<file path="src/fpc_pkg.sv">
// Package for the flash command controller: register map, command codes, timing.
// Assumes a 50 MHz hclk and a parallel NOR flash with 16-bit data bus.
package fpc_pkg;
	// Register byte offsets on the AHB-Lite slave
	localparam logic [7:0] REG_CTRL = 8'h00;
	localparam logic [7:0] REG_ADDR = 8'h04;
	localparam logic [7:0] REG_DATA = 8'h08;
	localparam logic [7:0] REG_STAT = 8'h0c;
	localparam logic [7:0] REG_SECT = 8'h10;

	// CTRL fields: write starts an operation
	localparam int CTRL_OP_LSB = 0;
	localparam int CTRL_OP_W = 4;
	localparam int CTRL_BYTE_BIT = 4;
	localparam int CTRL_RST_BIT = 5;

	// STAT fields
	localparam int STAT_BUSY_BIT = 0;
	localparam int STAT_RDY_BIT = 1;
	localparam int STAT_SECMAP_BIT = 2;
	localparam int STAT_BYPASS_BIT = 3;
	localparam int STAT_WINOPEN_BIT = 4;
	localparam int STAT_ERR_BIT = 5;

	typedef enum logic [3:0] {
		OP_NONE = 4'h0,
		OP_PROG = 4'h1,
		OP_SEC_ENTER = 4'h2,
		OP_SEC_EXIT = 4'h3,
		OP_BYP_ENTER = 4'h4,
		OP_BYP_PROG = 4'h5,
		OP_BYP_EXIT = 4'h6,
		OP_CHIP_ERASE = 4'h7,
		OP_SECT_ERASE = 4'h8,
		OP_SECT_ADD = 4'h9,
		OP_RESET_CMD = 4'ha
	} fpc_op_e;

	// Unlock addresses and command data
	localparam logic [19:0] ADR_UNLOCK1 = 20'h0_0555;
	localparam logic [19:0] ADR_UNLOCK2 = 20'h0_02aa;
	localparam logic [15:0] DAT_UNLOCK1 = 16'h00aa;
	localparam logic [15:0] DAT_UNLOCK2 = 16'h0055;
	localparam logic [15:0] CMD_PROG = 16'h00a0;
	localparam logic [15:0] CMD_ERASE_SETUP = 16'h0080;
	localparam logic [15:0] CMD_CHIP_ERASE = 16'h0010;
	localparam logic [15:0] CMD_SECT_ERASE = 16'h0030;
	localparam logic [15:0] CMD_SEC_ENTER = 16'h0088;
	localparam logic [15:0] CMD_BYPASS = 16'h0020;
	localparam logic [15:0] CMD_EXIT_90 = 16'h0090;
	localparam logic [15:0] CMD_EXIT_00 = 16'h0000;
	localparam logic [15:0] CMD_RESET = 16'h00f0;

	// Timing
	localparam int CLK_MHZ = 50;
	localparam int WIN_US = 50;
	localparam int WIN_CYC = WIN_US * CLK_MHZ;
	localparam int WE_LOW_CYC = 3;
	localparam int WE_HIGH_CYC = 3;
	localparam logic [3:0] RST_PULSE_CYC = 4'h5;
endpackage : fpc_pkg

</file>
<file path="src/fpc_wr_if.sv">
// Interface between sequencer and write-strobe engine.
// Assumes both ends run on hclk.
`timescale 1ns/100ps
interface fpc_wr_if;
	logic req;
	logic done;
	logic [19:0] addr;
	logic [15:0] data;
	modport seq (output req, output addr, output data, input done);
	modport eng (input req, input addr, input data, output done);
endinterface : fpc_wr_if

</file>
<file path="src/fpc_wr_cycle.sv">
// One flash write cycle: drives address/data, pulses chip select and write strobe.
// Assumes the flash samples address on the falling and data on the rising strobe edge.
`timescale 1ns/100ps
module fpc_wr_cycle (
	// Clock and reset
	input wire logic hclk,
	input wire logic hresetn,
	// Sequencer side
	fpc_wr_if.eng wr,
	// Flash pins
	output logic [19:0] fl_addr,
	output logic [15:0] fl_dq_o,
	output logic fl_dq_oe,
	output logic fl_ce_n,
	output logic fl_we_n
);
	typedef enum logic [1:0] {W_IDLE, W_LOW, W_HIGH} fpc_w_e;
	fpc_w_e st_ff;
	logic [3:0] cnt_ff;

	assign wr.done = (st_ff == W_HIGH) && (cnt_ff == 4'h0);

	always_ff @(posedge hclk or negedge hresetn) begin
		if (!hresetn) begin
			st_ff <= W_IDLE;
			cnt_ff <= 4'h0;
			fl_addr <= 20'h0_0000;
			fl_dq_o <= 16'h0000;
			fl_dq_oe <= 1'b0;
			fl_ce_n <= 1'b1;
			fl_we_n <= 1'b1;
		end else begin
			case (st_ff)
				W_IDLE: begin
					if (wr.req) begin
						// Address and data driven on the same edge as the strobes fall
						fl_addr <= wr.addr;
						fl_dq_o <= wr.data;
						fl_dq_oe <= 1'b1;
						fl_ce_n <= 1'b0;
						fl_we_n <= 1'b0;
						cnt_ff <= 4'(fpc_pkg::WE_LOW_CYC - 1);
						st_ff <= W_LOW;
					end
				end
				W_LOW: begin
					if (cnt_ff == 4'h0) begin
						fl_we_n <= 1'b1;
						fl_ce_n <= 1'b1;
						cnt_ff <= 4'(fpc_pkg::WE_HIGH_CYC - 1);
						st_ff <= W_HIGH;
					end else begin
						cnt_ff <= cnt_ff - 4'h1;
					end
				end
				W_HIGH: begin
					// Data held one more phase for hold time
					if (cnt_ff == 4'h0) begin
						fl_dq_oe <= 1'b0;
						st_ff <= W_IDLE;
					end else begin
						cnt_ff <= cnt_ff - 4'h1;
					end
				end
				default: st_ff <= W_IDLE;
			endcase
		end
	end
endmodule : fpc_wr_cycle

</file>
<file path="src/fpc_ctrl.sv">
// Flash command controller: AHB-Lite registers, command sequencer, status sampling.
// Assumes one AHB-Lite master, word transfers only, and a flash on the pins below.
//
// What this block does
// - Secure region entered by three writes, left by four writes.
// - Standard program is two unlocks, A0, then address and data.
// - Bypass entry is two unlocks then 20h.
// - Bypass program is A0h then address and data, repeatable.
// - Bypass exit writes 90h then F0h at any address.
// - Chip erase is six writes ending in 10h.
// - Sector erase is six writes, last one sector address with 30h.
// - Queued sector writes are spaced under 50 us apart.
// - Unlocks AA at 555 and 55 at 2AA; set-up codes fixed.
//
// Decided for this implementation: the AHB-Lite register port and the address map.
`timescale 1ns/100ps
module fpc_ctrl #(
	parameter int WIN_CYC = fpc_pkg::WIN_CYC
) (
	// Clock and reset
	input wire logic hclk,
	input wire logic hresetn,
	// AHB-Lite slave
	input wire logic hsel,
	input wire logic [31:0] haddr,
	input wire logic [1:0] htrans,
	input wire logic hwrite,
	input wire logic [2:0] hsize,
	input wire logic [31:0] hwdata,
	input wire logic hready,
	output logic [31:0] hrdata,
	output logic hreadyout,
	output logic hresp,
	// Flash pins
	output logic [19:0] fl_addr,
	output logic [15:0] fl_dq_o,
	output logic fl_dq_oe,
	input wire logic [15:0] fl_dq_i,
	output logic fl_ce_n,
	output logic fl_we_n,
	output logic fl_oe_n,
	output logic fl_byte_n,
	output logic fl_reset_n,
	input wire logic ready_busy_n
);
	fpc_wr_if wr();
	fpc_wr_cycle u_wr (
		.hclk(hclk),
		.hresetn(hresetn),
		.wr(wr),
		.fl_addr(fl_addr),
		.fl_dq_o(fl_dq_o),
		.fl_dq_oe(fl_dq_oe),
		.fl_ce_n(fl_ce_n),
		.fl_we_n(fl_we_n)
	);

	////////////////////////////////////////////////////////////////
	// Pin synchronisers
	logic [1:0] rb_sync_ff;
	logic [15:0] dq_s1_ff, dq_s2_ff;
	// Tracks DQ samples taken with the bus released; our own drive is no status
	logic [1:0] rel_ff;
	always_ff @(posedge hclk or negedge hresetn) begin
		if (!hresetn) begin
			// Ready level, so no false busy right after reset
			rb_sync_ff <= 2'b11;
			dq_s1_ff <= 16'h0000;
			dq_s2_ff <= 16'h0000;
			rel_ff <= 2'b00;
		end else begin
			rb_sync_ff <= {rb_sync_ff[0], ready_busy_n};
			rel_ff <= {rel_ff[0], !fl_dq_oe};
			dq_s1_ff <= fl_dq_i;
			dq_s2_ff <= dq_s1_ff;
		end
	end
	logic dev_ready;
	assign dev_ready = rb_sync_ff[1];
	assign fl_oe_n = fl_dq_oe; // Read enable only when not driving

	////////////////////////////////////////////////////////////////
	// AHB-Lite slave, zero wait states
	logic wr_ph_ff;
	logic [7:0] wr_adr_ff;
	logic [7:0] rd_adr;
	logic go_pulse;
	logic [19:0] addr_ff;
	logic [15:0] data_ff;
	logic [19:0] sect_ff;
	logic [3:0] op_ff;
	logic byte_ff;
	logic err_ff;
	logic busy;
	logic secmap_ff, bypass_ff, win_ff;

	assign hreadyout = 1'b1;
	assign hresp = 1'b0;
	assign go_pulse = wr_ph_ff && (wr_adr_ff == fpc_pkg::REG_CTRL);
	assign rd_adr = haddr[7:0];

	always_ff @(posedge hclk or negedge hresetn) begin
		if (!hresetn) begin
			wr_ph_ff <= 1'b0;
			wr_adr_ff <= 8'h00;
		end else if (hready) begin
			wr_ph_ff <= hsel && htrans[1] && hwrite;
			wr_adr_ff <= haddr[7:0];
		end
	end

	always_ff @(posedge hclk or negedge hresetn) begin
		if (!hresetn) begin
			addr_ff <= 20'h0_0000;
			data_ff <= 16'h0000;
			sect_ff <= 20'h0_0000;
			op_ff <= 4'h0;
			byte_ff <= 1'b0;
		end else if (wr_ph_ff) begin
			case (wr_adr_ff)
				fpc_pkg::REG_ADDR: addr_ff <= hwdata[19:0];
				fpc_pkg::REG_DATA: data_ff <= hwdata[15:0];
				fpc_pkg::REG_SECT: sect_ff <= hwdata[19:0];
				fpc_pkg::REG_CTRL: begin
					op_ff <= hwdata[fpc_pkg::CTRL_OP_LSB +: fpc_pkg::CTRL_OP_W];
					byte_ff <= hwdata[fpc_pkg::CTRL_BYTE_BIT];
				end
				default: ;
			endcase
		end
	end
	assign fl_byte_n = !byte_ff;

	always_ff @(posedge hclk or negedge hresetn) begin
		if (!hresetn) begin
			hrdata <= 32'h0000_0000;
		end else if (hsel && htrans[1] && !hwrite && hready) begin
			case (rd_adr)
				fpc_pkg::REG_ADDR: hrdata <= {12'h000, addr_ff};
				fpc_pkg::REG_DATA: hrdata <= {16'h0000, dq_s2_ff};
				fpc_pkg::REG_SECT: hrdata <= {12'h000, sect_ff};
				fpc_pkg::REG_CTRL: hrdata <= {26'h000_0000, 1'b0, byte_ff, op_ff};
				fpc_pkg::REG_STAT: hrdata <= {26'h000_0000, err_ff, win_ff, bypass_ff,
					secmap_ff, dev_ready, busy};
				default: hrdata <= 32'h0000_0000;
			endcase
		end
	end

	////////////////////////////////////////////////////////////////
	// Command sequencer
	typedef enum logic [2:0] {S_IDLE, S_SEND, S_WAITW, S_RBWAIT, S_RESET} fpc_s_e;
	fpc_s_e st_ff;
	logic [2:0] idx_ff, len_ff;
	logic [3:0] cur_op_ff;
	logic [3:0] rst_cnt_ff;
	logic [19:0] seq_a;
	logic [15:0] seq_d;
	logic [15:0] win_cnt_ff;

	assign busy = (st_ff != S_IDLE);

	// Address/data of write number idx for the current operation
	always_comb begin
		seq_a = (idx_ff[0]) ? fpc_pkg::ADR_UNLOCK2 : fpc_pkg::ADR_UNLOCK1;
		seq_d = (idx_ff[0]) ? fpc_pkg::DAT_UNLOCK2 : fpc_pkg::DAT_UNLOCK1;
		case (fpc_pkg::fpc_op_e'(cur_op_ff))
			fpc_pkg::OP_PROG: if (idx_ff == 3'd2) seq_d = fpc_pkg::CMD_PROG;
				else if (idx_ff == 3'd3) begin
				seq_a = addr_ff;
				seq_d = data_ff;
			end
			fpc_pkg::OP_SEC_ENTER: if (idx_ff == 3'd2) seq_d = fpc_pkg::CMD_SEC_ENTER;
			fpc_pkg::OP_SEC_EXIT: if (idx_ff == 3'd2) seq_d = fpc_pkg::CMD_EXIT_90;
				else if (idx_ff == 3'd3) seq_d = fpc_pkg::CMD_EXIT_00;
			fpc_pkg::OP_BYP_ENTER: if (idx_ff == 3'd2) seq_d = fpc_pkg::CMD_BYPASS;
			fpc_pkg::OP_BYP_PROG: begin
				seq_a = addr_ff;
				seq_d = (idx_ff == 3'd0) ? fpc_pkg::CMD_PROG : data_ff;
			end
			fpc_pkg::OP_BYP_EXIT: begin
				seq_a = addr_ff;
				seq_d = (idx_ff == 3'd0) ? fpc_pkg::CMD_EXIT_90 : fpc_pkg::CMD_RESET;
			end
			fpc_pkg::OP_CHIP_ERASE, fpc_pkg::OP_SECT_ERASE: begin
				if (idx_ff == 3'd2) seq_d = fpc_pkg::CMD_ERASE_SETUP;
				if (idx_ff == 3'd3) begin
					seq_a = fpc_pkg::ADR_UNLOCK1;
					seq_d = fpc_pkg::DAT_UNLOCK1;
				end
				if (idx_ff == 3'd4) begin
					seq_a = fpc_pkg::ADR_UNLOCK2;
					seq_d = fpc_pkg::DAT_UNLOCK2;
				end
				if (idx_ff == 3'd5) begin
					seq_a = (cur_op_ff == fpc_pkg::OP_CHIP_ERASE) ? fpc_pkg::ADR_UNLOCK1 : sect_ff;
					seq_d = (cur_op_ff == fpc_pkg::OP_CHIP_ERASE) ? fpc_pkg::CMD_CHIP_ERASE
						: fpc_pkg::CMD_SECT_ERASE;
				end
			end
			fpc_pkg::OP_SECT_ADD: begin
				seq_a = sect_ff;
				seq_d = fpc_pkg::CMD_SECT_ERASE;
			end
			default: begin
				seq_a = addr_ff;
				seq_d = fpc_pkg::CMD_RESET;
			end
		endcase
	end

	assign wr.req = (st_ff == S_SEND);
	assign wr.addr = seq_a;
	assign wr.data = seq_d;

	// Legality of a new order against the mode the flash is in
	function automatic logic op_legal(input logic [3:0] op, input logic byp,
		input logic sec, input logic win);
		case (fpc_pkg::fpc_op_e'(op))
			fpc_pkg::OP_BYP_PROG, fpc_pkg::OP_BYP_EXIT: op_legal = byp;
			fpc_pkg::OP_BYP_ENTER: op_legal = !byp && !sec;
			fpc_pkg::OP_SECT_ADD: op_legal = win && !byp;
			fpc_pkg::OP_NONE: op_legal = 1'b0;
			default: op_legal = !byp && (op <= fpc_pkg::OP_RESET_CMD);
		endcase
	endfunction

	// Code as it arrives; op_ff only lands on the same edge as the start
	logic [3:0] new_op;
	assign new_op = hwdata[fpc_pkg::CTRL_OP_LSB +: fpc_pkg::CTRL_OP_W];
	logic [2:0] op_len;
	always_comb begin
		case (fpc_pkg::fpc_op_e'(new_op))
			fpc_pkg::OP_PROG, fpc_pkg::OP_SEC_EXIT: op_len = 3'd4;
			fpc_pkg::OP_SEC_ENTER, fpc_pkg::OP_BYP_ENTER: op_len = 3'd3;
			fpc_pkg::OP_BYP_PROG, fpc_pkg::OP_BYP_EXIT: op_len = 3'd2;
			fpc_pkg::OP_CHIP_ERASE, fpc_pkg::OP_SECT_ERASE: op_len = 3'd6;
			default: op_len = 3'd1;
		endcase
	end

	logic hw_rst_req;
	assign hw_rst_req = wr_ph_ff && (wr_adr_ff == fpc_pkg::REG_CTRL)
		&& hwdata[fpc_pkg::CTRL_RST_BIT];

	always_ff @(posedge hclk or negedge hresetn) begin
		if (!hresetn) begin
			st_ff <= S_IDLE;
			idx_ff <= 3'd0;
			len_ff <= 3'd0;
			cur_op_ff <= 4'h0;
			rst_cnt_ff <= 4'h0;
			err_ff <= 1'b0;
		end else if (hw_rst_req) begin
			st_ff <= S_RESET;
			rst_cnt_ff <= fpc_pkg::RST_PULSE_CYC;
		end else begin
			case (st_ff)
				S_IDLE: begin
					if (go_pulse) begin
						if (op_legal(new_op, bypass_ff, secmap_ff, win_ff)) begin
							cur_op_ff <= new_op;
							len_ff <= op_len;
							idx_ff <= 3'd0;
							err_ff <= 1'b0;
							st_ff <= S_SEND;
						end else begin
							err_ff <= 1'b1;
						end
					end
				end
				S_SEND: st_ff <= S_WAITW;
				S_WAITW: begin
					if (wr.done) begin
						if (idx_ff == len_ff - 3'd1) begin
							// Programs and chip erase hold off until ready returns
							st_ff <= (cur_op_ff == fpc_pkg::OP_PROG
								|| cur_op_ff == fpc_pkg::OP_BYP_PROG
								|| cur_op_ff == fpc_pkg::OP_CHIP_ERASE) ? S_RBWAIT : S_IDLE;
						end else begin
							idx_ff <= idx_ff + 3'd1;
							st_ff <= S_SEND;
						end
					end
				end
				// Flag may lag the strobe; leave once ready is seen with the bus released, busy need not be seen first
				S_RBWAIT: if (dev_ready && !fl_dq_oe) st_ff <= S_IDLE;
				S_RESET: begin
					if (rst_cnt_ff == 4'h0) st_ff <= S_IDLE;
					else rst_cnt_ff <= rst_cnt_ff - 4'h1;
				end
				default: st_ff <= S_IDLE;
			endcase
		end
	end
	assign fl_reset_n = (st_ff != S_RESET);

	////////////////////////////////////////////////////////////////
	// Mode tracking and sector-erase window
	logic last_done;
	assign last_done = (st_ff == S_WAITW) && wr.done && (idx_ff == len_ff - 3'd1);

	always_ff @(posedge hclk or negedge hresetn) begin
		if (!hresetn) begin
			secmap_ff <= 1'b0;
			bypass_ff <= 1'b0;
		end else if (st_ff == S_RESET) begin
			secmap_ff <= 1'b0;
			bypass_ff <= 1'b0;
		end else if (last_done) begin
			case (fpc_pkg::fpc_op_e'(cur_op_ff))
				fpc_pkg::OP_SEC_ENTER: secmap_ff <= 1'b1;
				fpc_pkg::OP_SEC_EXIT: secmap_ff <= 1'b0;
				fpc_pkg::OP_BYP_ENTER: bypass_ff <= 1'b1;
				fpc_pkg::OP_BYP_EXIT: bypass_ff <= 1'b0;
				default: ;
			endcase
		end
	end

	// Host-side copy of the window; other commands in it abort the erase
	always_ff @(posedge hclk or negedge hresetn) begin
		if (!hresetn) begin
			win_ff <= 1'b0;
			win_cnt_ff <= 16'h0000;
		end else if (st_ff == S_RESET) begin
			win_ff <= 1'b0;
		end else if (last_done && (cur_op_ff == fpc_pkg::OP_SECT_ERASE
			|| cur_op_ff == fpc_pkg::OP_SECT_ADD)) begin
			win_ff <= 1'b1;
			// Flash window runs from the strobe rise; a queued write needs a strobe too
			win_cnt_ff <= 16'(WIN_CYC - fpc_pkg::WE_LOW_CYC - fpc_pkg::WE_HIGH_CYC - 3);
		end else if (st_ff == S_SEND && cur_op_ff != fpc_pkg::OP_SECT_ADD) begin
			win_ff <= 1'b0;
		end else if (win_ff && st_ff == S_IDLE) begin
			// Closes early by a margin so queued writes land inside the window
			if (win_cnt_ff == 16'h0000 || (dq_s2_ff[3] && rel_ff[1])) win_ff <= 1'b0;
			else win_cnt_ff <= win_cnt_ff - 16'h0001;
		end
	end
endmodule : fpc_ctrl

</file>
<file path="config.mk">
export PLATFORM = sky130hd
export DESIGN_NAME = fpc_ctrl
export DESIGN_NICKNAME = d
export VERILOG_FILES = /design/src/fpc_pkg.sv /design/src/fpc_wr_if.sv /design/src/fpc_wr_cycle.sv /design/src/fpc_ctrl.sv
export SDC_FILE = /design/constraint.sdc
export NUM_CORES = 1
export LEC_CHECK = 0
export BUFFER_PORTS_ARGS = -buffer_cell sky130_fd_sc_hd__buf_2
export CAP_MARGIN = 10
export CORE_ASPECT_RATIO = 0.8
export CORE_MARGIN = 4
export CORE_UTILIZATION = 50
export CTS_BUF_LIST = sky130_fd_sc_hd__clkbuf_8
export CTS_CLUSTER_SIZE = 20
export DETAILED_ROUTE_END_ITERATION = 10
export PLACE_DENSITY = 0.72
export SYNTH_ARGS = -nofsm -noshare
export SYNTH_HDL_FRONTEND = slang
export SYNTH_SLANG_ARGS = --single-unit
</file>
<file path="constraint.sdc">
create_clock -name hclk -period 2.7 [get_ports hclk]
set_clock_uncertainty 0.15 [all_clocks]
set_input_delay 0.675 -clock hclk [delete_from_list [all_inputs] [get_ports hclk]]
set_output_delay 0.675 -clock hclk [all_outputs]
set_load 0.005 [all_outputs]
</file>
---- After elaboration in Yosys (flattened, before gate mapping) ----
Memory sizes are Yosys's and may differ from the RTL's. A register that Yosys moved wholly into a read port is not among the register bits.
Index checks and enable logic that the tools add are counted.
operators by class
  $add $sub $neg .......................... 5
  multipliers ............................. 0
  divide/modulo/power cells ............... 0
  order comparisons ....................... 1
  equal/unequal tests ..................... 49
  shift-type cells ........................ 0
  multiplexer cells ....................... 75
  bitwise gates (word level) .............. 2
  reductions and logical operators ........ 69
operators by type and width
  kind                   count
  $mux 16                10
  $pmux 16 s8            1
  $mux 20                5
  $pmux 20 s5            1
  $pmux 20 s4            1
  $mux 8                 6
  $mux 3                 10
  $eq 4x3->1 const B     7
  $eq 8x4->1 const B     3
  $mux 4                 6
  $mux 11                2
  $ne 2x2->1 const B     9
  $ne 3x3->1 const B     6
  $reduce_and 2->1       9
  $logic_and 1x1->1      17
  $mux 1                 17
  $eq 8x3->1 const B     2
  $eq 8x5->1 const B     2
  $logic_not 16->1       1
  $logic_not 8->1        2
  $sub 16x1->16 const B  1
  $pmux 3 s5             1
  $reduce_and 3->1       5
  $eq 3x2->1 const B     4
  36 further kinds       73
storage, ports and cells
  register bits ........................... 216
  latch bits .............................. 0
  RAM bits ................................ 0
  ROM bits ................................ 48
  output and inout bits ................... 76
  word-level logic and storage cells ...... 229
  memories ................................ 1
memory list
  memory            words  width  read ports  clocked after Yosys merged registers in  wr ports  line             RTL
  (name not given)  16     3      1           1                                        0         fpc_ctrl.sv:233  case (fpc_pkg::fpc_op_e'(new_op))

---- Logic depth before layout (Yosys ltp) ----
Gate-level depths: netlist of the first run.
  word-level depth ........................ 10
  mapped depth ............................ 9
  depth with buffers taken out ............ 7

---- Cells and area by module ----
A second synthesis of the first run with hierarchy kept.
second synthesis, totals
  cells, all modules ...................... 892
  area, all modules ....................... 10050.9 um^2
modules (own cells, without submodules)
  module        instances  cells each  area an instance (um^2)  seq. area each (um^2)
  fpc_ctrl      1          761         8159.1                   4081.4
  fpc_wr_cycle  1          131         1891.8                   1102.3

---- Worst setup path after synthesis of the first run ----
OpenSTA, ideal clock, no wires.
  path type ............................... reg2reg
  start ................................... register win_cnt_ff[2]
  end ..................................... register win_cnt_ff[12]
  arrival time ............................ 2262 ps
  data required time ...................... 2472 ps
  setup slack ............................. 210 ps
  cell stages (with the launch flop) ...... 7
  buffers on the path ..................... 1
  clock period less this slack ............ 2490 ps
  cell sequence ........................... dfrtp_1 > or3_4 > or3_4 > or4_1 > buf_2 > or4_1 > a21oi_1
on the way
  cells in the longest elaborated chain, start to end .. 5
ends and longest elaborated chain
  element                 line             RTL
  start, declared         fpc_ctrl.sv:159  logic [15:0] win_cnt_ff;
  start signal, assigned  fpc_ctrl.sv:332  win_cnt_ff <= 16'(WIN_CYC - fpc_pkg::WE_LOW_CYC - fpc_pkg::WE_HIGH_CYC - 3);
  start signal, assigned  fpc_ctrl.sv:338  else win_cnt_ff <= win_cnt_ff - 16'h0001;
  $sub 16x1->16           fpc_ctrl.sv:338
  $mux 16                 fpc_ctrl.sv:337  if (win_cnt_ff == 16'h0000 || (dq_s2_ff[3] && rel_ff[1])) win_ff <= 1'b0;
  $mux 16                 fpc_ctrl.sv:335  end else if (win_ff && st_ff == S_IDLE) begin
  $mux 16                 fpc_ctrl.sv:333  end else if (st_ff == S_SEND && cur_op_ff != fpc_pkg::OP_SECT_ADD) begin
  $mux 16                 fpc_ctrl.sv:328  end else if (last_done && (cur_op_ff == fpc_pkg::OP_SECT_ERASE
Several ways; a longest one is shown, not always the timed one. The select of a mux whose other input is x is not followed.
A chain may end at the register's enable or synchronous reset.

---- Worst setup path after layout of the first run ----
  start ................................... register st_ff[0]
  end ..................................... output fl_reset_n
on the way
  cells in the longest elaborated chain, start to end .. 1
ends and longest elaborated chain
  element                 line             RTL
  start, declared         fpc_ctrl.sv:153  fpc_s_e st_ff;
  start signal, assigned  fpc_ctrl.sv:277  st_ff <= (cur_op_ff == fpc_pkg::OP_PROG
  $ne 3x3->1              fpc_ctrl.sv:296  assign fl_reset_n = (st_ff != S_RESET);
  end, declared           fpc_ctrl.sv:43   output logic fl_reset_n,
Every way passes these cells.

==> out/qor.txt, run 1 <==
STATUS
---------------------------------------------------------------------------
Run status ...................................................    completed

CTS
---------------------------------------------------------------------------
Post-CTS setup buffer count ..................................            0
Clock tree buffer depth ......................................            3
Clock slew at reported path FFs ..............................      0.06 ns
Clock tree from TritonCTS ....................................         done
Level count of the clock H-tree ..............................            2
CTS sink count ...............................................          207
Clk Tree Root Cell ........................................... sky130_fd_sc_hd__clkbuf_8
Later-pin clock latency in the skew report ...................      0.52 ns
Num CTS Buffers ..............................................           35

TIMING
---------------------------------------------------------------------------
Count of final max-slew check failures .......................            0
RSZ-0062 raised after global routing .........................        false
Post-route worst setup slack .................................     0.118 ns
Setup Total Neg Slack ........................................         0 ns
Fin. Hold Viols ..............................................            0
Count of endpoints failing setup in the final report .........            0
Hold slack ...................................................     0.121 ns
Highest Clock Rate ...........................................      387 MHz
Share of the cycle needed by the critical path after routing .        95.6%
Post-layout min period .......................................      2.58 ns
Remaining max-slew budget at the tightest pin ................        29.9%
Worst slew pin tran ..........................................      1.05 ns

RUN
---------------------------------------------------------------------------
Max-capacitance violation count ..............................            0

PLACED DESIGN
---------------------------------------------------------------------------
Pre-CTS WS ...................................................    0.0953 ns
Port Buf Inserts .............................................          112
Cell total after placement ...................................        1,327
RePlAce Congestion ...........................................        0.940
Final HPWL from detailed placement ...........................    18,700 um

HOLD PATH
---------------------------------------------------------------------------
WHS Path Cells ...............................................            1
Min-delay src ................................................ ready_busy_n
Worst hold path class ........................................       in2reg
Terminating pin of the worst hold path ....................... rb_sync_ff[0]$_DFF_PN1_

GLOBAL ROUTING
---------------------------------------------------------------------------
Via count of the first global-routing pass ...................        7,690
GRT Total Usage ..............................................        23.4%
Initial antenna violation count ..............................            1
GRT overflow .................................................            0
Pin count of the biggest net entering global routing .........           55
Wire length of the first global-routing pass .................    41,000 um

LOGIC SYNTHESIS
---------------------------------------------------------------------------
Register bit total from synthesis ............................          207
Synth Area per Inst ..........................................    10.4 um^2
Post-synth ARST share ........................................         100%
Post-synthesis cell area ..................................... 0.00984 mm^2
Count of distinct cell types in the synthesized netlist ......           64
Share of synthesized area occupied by flip-flops and latches .        52.7%
Number of standard cells after synthesis .....................          944
Top flip-flop cell by instance count after synthesis ......... sky130_fd_sc_hd__dfrtp_1
Synthesis warning total ......................................            0
Number of enable flip-flop cells after synthesis .............            0

FLOORPLAN
---------------------------------------------------------------------------
Vertical extent of the die ...................................       133 um
Die area .....................................................  0.0220 mm^2
I/O pin cnt ..................................................          167
Horizontal extent of the die .................................       165 um
Placeable core region ........................................  0.0191 mm^2
Placement Rows ...............................................           45
Effective utilization at floorplan ...........................        51.4%

POWER AND IR DROP
---------------------------------------------------------------------------
Cell leakage power ...........................................      5.25 nW
Worst VDD drop ...............................................     0.433 mV
Pwr/cell area ................................................  767 mW/mm^2

DETAILED ROUTING
---------------------------------------------------------------------------
Post-detailed-route wirelength per cell ......................      18.4 um
First DRT Iteration DRCs .....................................          685
DR vias ......................................................        7,884
Number of detailed-route iterations in the first pass ........            5
Remaining routing DRC violations .............................            0
Final wirelength .............................................    25,400 um
Post-detailed-route count of antenna-violating nets ..........            0
Via-to-Cell Ratio ............................................         5.69

CELLS AND AREA
---------------------------------------------------------------------------
Final layout net count .......................................        1,212
Non-Filler Instances .........................................        1,386
Synthesis-to-layout area growth ..............................        18.4%
Share of cells above drive strength 1 ........................        28.0%

CRITICAL PATH
---------------------------------------------------------------------------
Data required time of the worst path .........................      1.88 ns
Worst-case reg-to-reg path depth .............................            7
Endpoint kind of the worst setup timing path .................   output pin
Data arrival time at the worst-slack endpoint ................      1.76 ns
Capture instance of the worst register-to-register path ...... u_wr.fl_dq_o[4]$_DFFE_PN0P_
Kind of start point of the critical path .....................         flop
Highest net fanout along the worst path ......................            9
Worst setup path startpoint .................................. st_ff[0]$_DFFE_PN0P_
Startpoint of the lowest-slack register-to-register path ..... idx_ff[1]$_DFFE_PN0P_
Worst R2R Setup Slack ........................................      0.23 ns
Critical path class ..........................................      reg2out

power by group:
group	switching, mW	internal [mW]
clock network	1.21	1.41
registers	0.407	3.60
logic	1.30	1.01
total	2.92	6.02
cell families after synthesis:
family | synth area share (%)
XOR/XNOR | 1.21
AO/OA/AOI/OAI | 15.5
flip-flops | 52.7
other | 0.0763
AND/OR/NAND/NOR | 15.4
buffers and inverters | 4.17
adder cells (fa/ha/maj) | 1.78
multiplexers | 9.18
area by class of cell:
| cell class | count | area (um^2) |
|---|---|---|
| well taps | 258 | 323 |
| clock inverters | 18 | 108 |
| multi-input cells | 656 | 4300 |
| diodes | 1 | 2.50 |
| flip-flops and latches | 207 | 5180 |
| fillers | 1623 | 7490 |
| repair buffers | 176 | 1080 |
| clock buffers | 39 | 537 |
| inverters | 31 | 116 |
layer usage:
metal | vias up | wire, um | track usage [%]
met3 | 54 | 1870 | 5.26
met2 | 293 | 10900 | 33.0
met5 | - | 0 | 0
li1 | 3718 | - | -
met4 | 0 | 538 | 6.74
met1 | 3819 | 12200 | 36.1
cells in the mapped netlist (3+ instances only):
library cell / number / area, um^2
sky130_fd_sc_hd__dfrtp_1: 204 / 5100
sky130_fd_sc_hd__nor2_1: 83 / 312
sky130_fd_sc_hd__nand2_1: 78 / 293
sky130_fd_sc_hd__mux2_2: 74 / 833
sky130_fd_sc_hd__o21ai_0: 72 / 360
sky130_fd_sc_hd__a21oi_1: 57 / 285
sky130_fd_sc_hd__clkbuf_1: 45 / 169
sky130_fd_sc_hd__inv_1: 30 / 113
sky130_fd_sc_hd__nor3_1: 30 / 150
sky130_fd_sc_hd__a22oi_1: 23 / 173
sky130_fd_sc_hd__a22o_1: 17 / 149
sky130_fd_sc_hd__a221oi_1: 16 / 140
sky130_fd_sc_hd__buf_4: 16 / 120
sky130_fd_sc_hd__nand3_1: 16 / 80.1
sky130_fd_sc_hd__ha_1: 14 / 175
sky130_fd_sc_hd__nand2b_1: 14 / 87.6
sky130_fd_sc_hd__a211oi_1: 13 / 97.6
sky130_fd_sc_hd__nor2b_1: 11 / 68.8
sky130_fd_sc_hd__or3_1: 8 / 50.1
sky130_fd_sc_hd__xnor2_1: 8 / 70.1
sky130_fd_sc_hd__mux2i_1: 7 / 70.1
sky130_fd_sc_hd__nor4_1: 7 / 43.8
sky130_fd_sc_hd__a31oi_1: 6 / 37.5
sky130_fd_sc_hd__nand3b_1: 6 / 45.0
sky130_fd_sc_hd__or4_1: 6 / 45.0
sky130_fd_sc_hd__and3_1: 5 / 31.3
sky130_fd_sc_hd__a2111oi_0: 4 / 35.0
sky130_fd_sc_hd__nand4_1: 4 / 25.0
sky130_fd_sc_hd__nor3b_1: 4 / 30.0
sky130_fd_sc_hd__o211ai_1: 4 / 30.0
sky130_fd_sc_hd__o31ai_1: 4 / 30.0
sky130_fd_sc_hd__a21boi_0: 3 / 22.5
sky130_fd_sc_hd__dfstp_2: 3 / 78.8
sky130_fd_sc_hd__nor4b_1: 3 / 26.3
sky130_fd_sc_hd__o2bb2ai_1: 3 / 26.3
sky130_fd_sc_hd__or2_2: 3 / 18.8
sky130_fd_sc_hd__or3b_2: 3 / 26.3
sky130_fd_sc_hd__xor2_1: 3 / 26.3
through the flow:
step	area, um^2	total power [mW]	utilization (%)
global route	11700	9.53	60.9
global placement	11000	6.27	57.4
finish	11700	8.94	60.9
detailed placement	11000	6.34	57.4
CTS	11600	9.01	60.8
floorplan	9880	5.44	-
how the worst max path moves through the flow:
stage | endpoint | slack (ns) | cells past startpoint
floorplan | win_cnt_ff[12]$_DFFE_PN0P_ | 0.21 | 6
global placement | hrdata[9]$_DFFE_PN0P_ | 0.16 | 6
detailed placement | hrdata[15]$_DFFE_PN0P_ | 0.1 | 6
CTS | u_wr.fl_addr[2]$_DFFE_PN0P_ | 0.1 | 8
global route | fl_reset_n | 0.01 | 5
finish | fl_reset_n | 0.12 | 5
worst max-delay path, stage by stage, from the launching register on:
cell and delay, ns:
sky130_fd_sc_hd__dfrtp_1 0.44, sky130_fd_sc_hd__buf_4 0.20, sky130_fd_sc_hd__nor3b_1 0.20, sky130_fd_sc_hd__buf_4 0.16
sky130_fd_sc_hd__inv_1 0.09, sky130_fd_sc_hd__buf_2 0.14
state kept, by name (all words and copies together) (netlist names), 20 cells and up:
name / count
addr_ff: 20
sect_ff: 20
u_wr.fl_addr: 20
hrdata: 20
placed cells by master, fill, tap and decap left out, drive strengths merged, types with 5 or more instances in the layout:
master and n:
buf 174, xnor2 8, dfrtp 204, clkbuf 40, or3 12, a211oi 13, nor2 83, o21ai 72
nand2b 14, a22oi 23, clkinv 5, ha 14, a22o 17, a31oi 6, conb 14, nor2b 11
inv 42, and3 5, a221oi 16, nor3 31, nand3 17, mux2i 7, a21oi 57, nor4 8
nand3b 6, mux2 74, nand2 78, or4 6
timing repair:
item	CTS	global route
endpoints found under the hold margin	46	0
setup endpoints to repair	0	7
resized for setup	0	2
hold buffers	1	0
Note: power is estimated with default switching activity, not from simulation.
==> inputs of run 2 (changes only) <==
--- a/config.mk
+++ b/config.mk
@@ -5,7 +5,6 @@
 export SDC_FILE = /design/constraint.sdc
 export NUM_CORES = 1
 export LEC_CHECK = 0
-export BUFFER_PORTS_ARGS = -buffer_cell sky130_fd_sc_hd__buf_2
 export CAP_MARGIN = 10
 export CORE_ASPECT_RATIO = 0.8
 export CORE_MARGIN = 4
@@ -13,7 +12,7 @@
 export CTS_BUF_LIST = sky130_fd_sc_hd__clkbuf_8
 export CTS_CLUSTER_SIZE = 20
 export DETAILED_ROUTE_END_ITERATION = 10
-export PLACE_DENSITY = 0.72
+export DONT_BUFFER_PORTS = 1
 export SYNTH_ARGS = -nofsm -noshare
 export SYNTH_HDL_FRONTEND = slang
 export SYNTH_SLANG_ARGS = --single-unit
==> out/qor.txt, run 2 (synthesis gave the netlist of run 1 again) <==
FLOORPLAN
--------------------------------------------------------------------------------
Die area ..........................................................  0.0220 mm^2
Placeable core region .............................................  0.0191 mm^2
I/O pin cnt .......................................................          167
Placement Rows ....................................................           45
Horizontal extent of the die ......................................       165 um
Vertical extent of the die ........................................       133 um
Effective utilization at floorplan ................................        51.4%

RUN
--------------------------------------------------------------------------------
Max-capacitance violation count ...................................            0

STATUS
--------------------------------------------------------------------------------
Violations in the final reports ...................................  hold timing
Run status ........................................................ finished with violations

TIMING
--------------------------------------------------------------------------------
Worst slew pin tran ...............................................     0.594 ns
Post-route worst setup slack ......................................     0.204 ns
Hold slack ........................................................    -0.290 ns
Remaining max-slew budget at the tightest pin .....................        60.2%
Highest Clock Rate ................................................      401 MHz
Fin. Hold Viols ...................................................          205
Setup Total Neg Slack .............................................         0 ns
Post-layout min period ............................................      2.50 ns
Count of endpoints failing setup in the final report ..............            0
Count of final max-slew check failures ............................            0
Share of the cycle needed by the critical path after routing ......        92.4%
RSZ-0062 raised after global routing ..............................        false

GLOBAL ROUTING
--------------------------------------------------------------------------------
Initial antenna violation count ...................................            0
Via count of the first global-routing pass ........................        7,441
Wire length of the first global-routing pass ......................    42,100 um
Pin count of the biggest net entering global routing ..............          208
GRT overflow ......................................................            0
GRT Total Usage ...................................................        24.4%

CRITICAL PATH
--------------------------------------------------------------------------------
Endpoint kind of the worst setup timing path ......................         flop
Capture instance of the worst register-to-register path ........... win_cnt_ff[12]$_DFFE_PN0P_
Worst R2R Setup Slack .............................................      0.20 ns
Worst setup path startpoint ....................................... win_cnt_ff[4]$_DFFE_PN0P_
Capture point of the worst path ................................... win_cnt_ff[12]$_DFFE_PN0P_
Highest net fanout along the worst path ...........................            4
Kind of start point of the critical path ..........................         flop
Worst-case reg-to-reg path depth ..................................            5
Data arrival time at the worst-slack endpoint .....................      2.78 ns
Data required time of the worst path ..............................      2.99 ns
Startpoint of the lowest-slack register-to-register path .......... win_cnt_ff[4]$_DFFE_PN0P_
Critical path class ...............................................      reg2reg

CTS
--------------------------------------------------------------------------------
Clock slew at reported path FFs ...................................      0.06 ns
Clock tree from TritonCTS .........................................         done
Number of buffers added to fix hold violations after cts ..........            1
Level count of the clock H-tree ...................................            2
CTS sink count ....................................................          207
Later-pin clock latency in the skew report ........................      0.52 ns
Num CTS Buffers ...................................................           35
Clock tree buffer depth ...........................................            3
Clk Tree Root Cell ................................................ sky130_fd_sc_hd__clkbuf_8

DETAILED ROUTING
--------------------------------------------------------------------------------
Post-detailed-route wirelength per cell ...........................      21.0 um
Via-to-Cell Ratio .................................................         5.95
Remaining routing DRC violations ..................................            0
Number of detailed-route iterations in the first pass .............            5
Final wirelength ..................................................    26,600 um
DR vias ...........................................................        7,528
Post-detailed-route count of antenna-violating nets ...............            0
First DRT Iteration DRCs ..........................................          575

POWER AND IR DROP
--------------------------------------------------------------------------------
Cell leakage power ................................................      4.74 nW
Pwr/cell area .....................................................  814 mW/mm^2
Worst VDD drop ....................................................     0.453 mV

PLACED DESIGN
--------------------------------------------------------------------------------
Final HPWL from detailed placement ................................    18,800 um
Port Buf Inserts ..................................................            0
RePlAce Congestion ................................................        0.919
Cell total after placement ........................................        1,201
Pre-CTS WS ........................................................     0.135 ns

CELLS AND AREA
--------------------------------------------------------------------------------
Antenna fix cells .................................................            0
Total of fill cells in the finished design ........................        1,677
Non-Filler Instances ..............................................        1,266
Multi-input combinational cell area ............................... 0.00430 mm^2
Final layout net count ............................................        1,087
Commonest cells after routing, fill and taps aside ................ sky130_fd_sc_hd__dfrtp_1, sky130_fd_sc_hd__nor2_1, sky130_fd_sc_hd__nand2_1
Area of all sequential standard cells ............................. 0.00518 mm^2
Fraction of the core area covered by cells at the end of the flow .        57.9%
Share of cells above drive strength 1 .............................        20.2%
Synthesis-to-layout area growth ...................................        12.7%
Most common cell after layout, fill and taps aside ................ sky130_fd_sc_hd__dfrtp_1

HOLD PATH
--------------------------------------------------------------------------------
Worst hold path class .............................................     in2async

==> run 2: area by class of cell <==
type / instances / share of cell area (%)
clock buffer: 50 / 6.20
clock inverter: 13 / 0.812
inverter: 31 / 1.05
multi-input combinational: 656 / 38.8
sequential: 207 / 46.7
tap: 258 / 2.91
timing repair buffer: 51 / 3.47
==> run 2: per-layer routing <==
| layer | vias up | part of all wire, % | GRT usage, % |
|---|---|---|---|
| met5 | - | 0 | 0 |
| met3 | 42 | 7.5 | 6.19 |
| li1 | 3462 | - | - |
| met1 | 3752 | 48 | 37.8 |
| met2 | 272 | 43 | 34.0 |
| met4 | 0 | 1.9 | 6.56 |
==> run 2: critical path, stage by stage (launching register included) <==
cell	delay, ns
sky130_fd_sc_hd__dfrtp_1	0.39
sky130_fd_sc_hd__or3_4	0.41
sky130_fd_sc_hd__or3_4	0.35
sky130_fd_sc_hd__or4_1	0.54
sky130_fd_sc_hd__or4_1	0.41
sky130_fd_sc_hd__a21oi_1	0.17
==> run 2: repair_timing <==
action	CTS	global route
setup buffers	0	0
endpoints found under the hold margin	208	207
endpoints found under the setup margin	0	13
resized for setup	0	3
==> run 2: how the worst min path moves through the flow <==
| stage | end | startpoint | cells past startpoint |
|---|---|---|---|
| after global routing | cur_op_ff[1]$_DFFE_PN0P_ | hresetn | 0 |
| after floorplan | dq_s2_ff[0]$_DFF_PN0_ | dq_s1_ff[0]$_DFF_PN0_ | 0 |
| after detailed placement | dq_s2_ff[3]$_DFF_PN0_ | dq_s1_ff[3]$_DFF_PN0_ | 0 |
| after global placement | dq_s2_ff[3]$_DFF_PN0_ | dq_s1_ff[3]$_DFF_PN0_ | 0 |
| final | u_wr.cnt_ff[3]$_DFFE_PN0P_ | hresetn | 0 |
| after CTS | u_wr.cnt_ff[3]$_DFFE_PN0P_ | hresetn | 0 |
==> run 2: through the flow <==
step                instance area [um^2]  power, mW  hold slack (ns)
floorplan                           9880       5.44            0.181
global placement                   10300       5.94            0.183
detailed placement                 10300       6.04            0.185
CTS                                11100       9.08           -0.323
global route                       11100       9.57           -0.326
finish                             11100       9.03           -0.290
==> run 2: power breakdown <==
part | switching [mW] | internal [mW]
Combinational | 1.10 | 0.806
Sequential | 0.507 | 3.60
Clock | 1.27 | 1.74
Total | 2.88 | 6.15
==> inputs of run 3 (changes only) <==
--- a/config.mk
+++ b/config.mk
@@ -5,11 +5,13 @@
 export SDC_FILE = /design/constraint.sdc
 export NUM_CORES = 1
 export LEC_CHECK = 0
+export ABC_AREA = 1
 export CAP_MARGIN = 10
 export CORE_ASPECT_RATIO = 0.8
 export CORE_MARGIN = 4
 export CORE_UTILIZATION = 50
 export CTS_BUF_LIST = sky130_fd_sc_hd__clkbuf_8
+export CTS_CLUSTER_DIAMETER = 50
 export CTS_CLUSTER_SIZE = 20
 export DETAILED_ROUTE_END_ITERATION = 10
 export DONT_BUFFER_PORTS = 1
==> out/qor.txt, run 3 <==
STATUS
------------------------------------------------------------------------------
Run status ...................................................... finished with violations
Violations in the final reports .................................  hold timing

CELLS AND AREA
------------------------------------------------------------------------------
Non-Filler Instances ............................................        1,550
Final layout net count ..........................................        1,375
Synthesis-to-layout area growth .................................        9.13%
Antenna fix cells ...............................................            0
Total of fill cells in the finished design ......................        1,866
Share of cells above drive strength 1 ...........................        8.79%
Commonest cells after routing, fill and taps aside .............. sky130_fd_sc_hd__nand2_1, sky130_fd_sc_hd__dfrtp_1, sky130_fd_sc_hd__o21ai_0
Most common cell after layout, fill and taps aside .............. sky130_fd_sc_hd__nand2_1

TIMING
------------------------------------------------------------------------------
RSZ-0062 raised after global routing ............................        false
Setup Total Neg Slack ...........................................         0 ns
Worst slew pin tran .............................................     0.874 ns
Count of endpoints failing setup in the final report ............            0
Remaining max-slew budget at the tightest pin ...................        41.7%
Share of the cycle needed by the critical path after routing ....        89.9%
Fin. Hold Viols .................................................          204
Post-layout min period ..........................................      2.43 ns
Highest Clock Rate ..............................................      412 MHz
Count of final max-slew check failures ..........................            0
Hold slack ......................................................    -0.329 ns

CRITICAL PATH
------------------------------------------------------------------------------
Data required time of the worst path ............................      2.98 ns
Endpoint kind of the worst setup timing path ....................         flop
Capture instance of the worst register-to-register path ......... u_wr.fl_addr[10]$_DFFE_PN0P_
Data arrival time at the worst-slack endpoint ...................      2.71 ns
Worst-case reg-to-reg path depth ................................           12
Highest net fanout along the worst path .........................            7
Kind of start point of the critical path ........................         flop
Worst R2R Setup Slack ...........................................      0.27 ns
Critical path class .............................................      reg2reg
Startpoint of the lowest-slack register-to-register path ........ idx_ff[0]$_DFFE_PN0P_

POWER AND IR DROP
------------------------------------------------------------------------------
Cell leakage power ..............................................      5.75 nW
Fraction of power spent switching nets ..........................        34.0%
Pwr/cell area ...................................................  724 mW/mm^2
Share of total power in sequential cells ........................        49.3%
Part of the total power dissipated in combinational logic .......        21.0%
Power Total .....................................................      7.94 mW
Net switching power of the design ...............................      2.70 mW
Clock power share ...............................................        29.7%
Worst VDD drop ..................................................     0.463 mV
Power Internal ..................................................      5.24 mW

PLACED DESIGN
------------------------------------------------------------------------------
Port Buf Inserts ................................................            0
RePlAce Congestion ..............................................        0.899
Final HPWL from detailed placement ..............................    18,200 um
Cell total after placement ......................................        1,493

DETAILED ROUTING
------------------------------------------------------------------------------
Remaining routing DRC violations ................................            0
Via-to-Cell Ratio ...............................................         5.19
Post-detailed-route wirelength per cell .........................      16.5 um
DR vias .........................................................        8,038
Number of detailed-route iterations in the first pass ...........            5
Final wirelength ................................................    25,600 um
Post-detailed-route count of antenna-violating nets .............            0
First DRT Iteration DRCs ........................................          659

LOGIC SYNTHESIS
------------------------------------------------------------------------------
Number of standard cells after synthesis ........................        1,247
Post-synth ARST share ...........................................         100%
Leading post-synthesis cells by instance count .................. sky130_fd_sc_hd__nand2_1, sky130_fd_sc_hd__dfrtp_1, sky130_fd_sc_hd__o21ai_0, sky130_fd_sc_hd__inv_1, sky130_fd_sc_hd__nor2_1
Synthesis warning total .........................................            0
Cell type contributing the most total cell area after synthesis . sky130_fd_sc_hd__dfrtp_1
Most common cell in the netlist ................................. sky130_fd_sc_hd__nand2_1
Top flip-flop cell by instance count after synthesis ............ sky130_fd_sc_hd__dfrtp_1
Number of enable flip-flop cells after synthesis ................            0
Count of distinct cell types in the synthesized netlist .........           46
Leading post-synthesis cells by cell area ....................... sky130_fd_sc_hd__dfrtp_1, sky130_fd_sc_hd__nand2_1, sky130_fd_sc_hd__o21ai_0, sky130_fd_sc_hd__inv_1, sky130_fd_sc_hd__nand3_1
Synth Area per Inst .............................................    8.06 um^2
Share of synthesized area occupied by flip-flops and latches ....        51.6%
Register bit total from synthesis ...............................          207
Post-synthesis cell area ........................................  0.0100 mm^2
Share of the synthesized area in the top cell type ..............        50.8%

CTS
------------------------------------------------------------------------------
Clock tree from TritonCTS .......................................         done
Number of buffers added to fix hold violations after cts ........           17
Num CTS Buffers .................................................           22
CTS sink count ..................................................          207
Post-CTS resize count ...........................................            0
Later-pin clock latency in the skew report ......................      0.55 ns
Post-CTS setup buffer count .....................................            0
Level count of the clock H-tree .................................            1
Clock tree buffer depth .........................................            3
Clk Tree Root Cell .............................................. sky130_fd_sc_hd__clkbuf_8
Clock slew at reported path FFs .................................      0.10 ns

GLOBAL ROUTING
------------------------------------------------------------------------------
Via count of the first global-routing pass ......................        7,427
GRT overflow ....................................................            0
GRT Total Usage .................................................        22.6%
Pin count of the biggest net entering global routing ............          208
Wire length of the first global-routing pass ....................    41,200 um
Initial antenna violation count .................................            0

FLOORPLAN
------------------------------------------------------------------------------
Placeable core region ...........................................  0.0198 mm^2
Die area ........................................................  0.0224 mm^2
Placement Rows ..................................................           46
I/O pin cnt .....................................................          167
Vertical extent of the die ......................................       135 um
Horizontal extent of the die ....................................       166 um
Effective utilization at floorplan ..............................        50.8%

HOLD PATH
------------------------------------------------------------------------------
Worst hold path class ...........................................     in2async

RUN
------------------------------------------------------------------------------
Max-capacitance violation count .................................            0

==> run 3: cell count changes in the layout (fill, tap and decap cells not counted), sizes merged, moves of 15 or more <==
cell | previous run | this run
nand2 | 78 | 403
a221oi | 16 | 0
clkbuf | 50 | 24
mux2 | 74 | 2
inv | 36 | 125
dlygate4sd3 | 1 | 17
o21ai | 72 | 124
nand3 | 17 | 79
nor3 | 31 | 16
a22oi | 23 | 3
buf | 50 | 20
==> run 3: power groups by stage <==
stage / combinational, mW / clock [mW] / sequential, mW
finish: 1.67 / 2.36 / 3.92
CTS: 1.67 / 2.42 / 3.93
global route: 1.95 / 2.54 / 3.99
global placement: 1.61 / 0 / 3.98
floorplan: 1.33 / 0 / 3.86
detailed placement: 1.64 / 0 / 3.99
==> run 3: worst max path at each step <==
stage / startpoint / endpoint / slack, ns / cells past startpoint
3_3_place_gp: haddr[6] / hrdata[6]$_DFFE_PN0P_ / 0.35 / 9
2_1_floorplan: idx_ff[0]$_DFFE_PN0P_ / u_wr.fl_dq_o[6]$_DFFE_PN0P_ / 0.69 / 12
5_1_grt: idx_ff[2]$_DFFE_PN0P_ / u_wr.fl_addr[2]$_DFFE_PN0P_ / 0.1 / 12
3_5_place_dp: haddr[6] / hrdata[6]$_DFFE_PN0P_ / 0.29 / 9
6_report: idx_ff[0]$_DFFE_PN0P_ / u_wr.fl_addr[10]$_DFFE_PN0P_ / 0.27 / 12
4_1_cts: idx_ff[0]$_DFFE_PN0P_ / u_wr.fl_addr[10]$_DFFE_PN0P_ / 0.32 / 12
==> run 3: cells by family after synthesis <==
| family | share of synthesized area [%] |
|---|---|
| AO/OA/AOI/OAI | 12.2 |
| XOR/XNOR | 1.22 |
| adder cells (fa/ha/maj) | 1.74 |
| buffers and inverters | 7.33 |
| flip-flops | 51.6 |
| multiplexers | 0.224 |
| other | 0.0747 |
| AND/OR/NAND/NOR | 25.6 |
==> run 3: layer usage <==
metal	GRT usage [%]	routed length, um
met5	0	0
met4	4.27	449
met3	5.03	1890
met2	31.3	10300
met1	36.5	13000
==> run 3: area by class of cell <==
cell class              instances  area (um^2)  area share [%]
clock buffers                  24          330            3.01
clock inverters                16          181            1.65
inverters                     119          447            4.07
multi-input cells             883         4170            38.1
flip-flops and latches        207         5180            47.3
well taps                     264          330            3.01
repair buffers                 37          320            2.92
==> run 3: through the flow <==
stage / setup slack [ns] / utilization (%) / area, um^2 / hold WS [ns]
5_1_grt: 0.0983 / 55.4 / 11000 / -0.370
6_report: 0.272 / 55.4 / 11000 / -0.329
2_1_floorplan: 0.687 / - / 10100 / 0.181
3_5_place_dp: 0.289 / 51.9 / 10300 / 0.186
4_1_cts: 0.318 / 55.4 / 11000 / -0.362
3_3_place_gp: 0.354 / 51.9 / 10300 / 0.183
==> run 3: critical path, stage by stage, from the launching register on <==
cell and delay (ns):
sky130_fd_sc_hd__dfrtp_1 0.46, sky130_fd_sc_hd__ha_1 0.23, sky130_fd_sc_hd__ha_1 0.30, sky130_fd_sc_hd__inv_1 0.15, sky130_fd_sc_hd__nand2_1 0.09, sky130_fd_sc_hd__nand2_1 0.08
sky130_fd_sc_hd__nand2_1 0.14, sky130_fd_sc_hd__nand2_1 0.15, sky130_fd_sc_hd__a21oi_2 0.04, sky130_fd_sc_hd__a21oi_2 0.29, sky130_fd_sc_hd__nand2_1 0.09, sky130_fd_sc_hd__nand2_1 0.09
sky130_fd_sc_hd__nand2_1 0.05
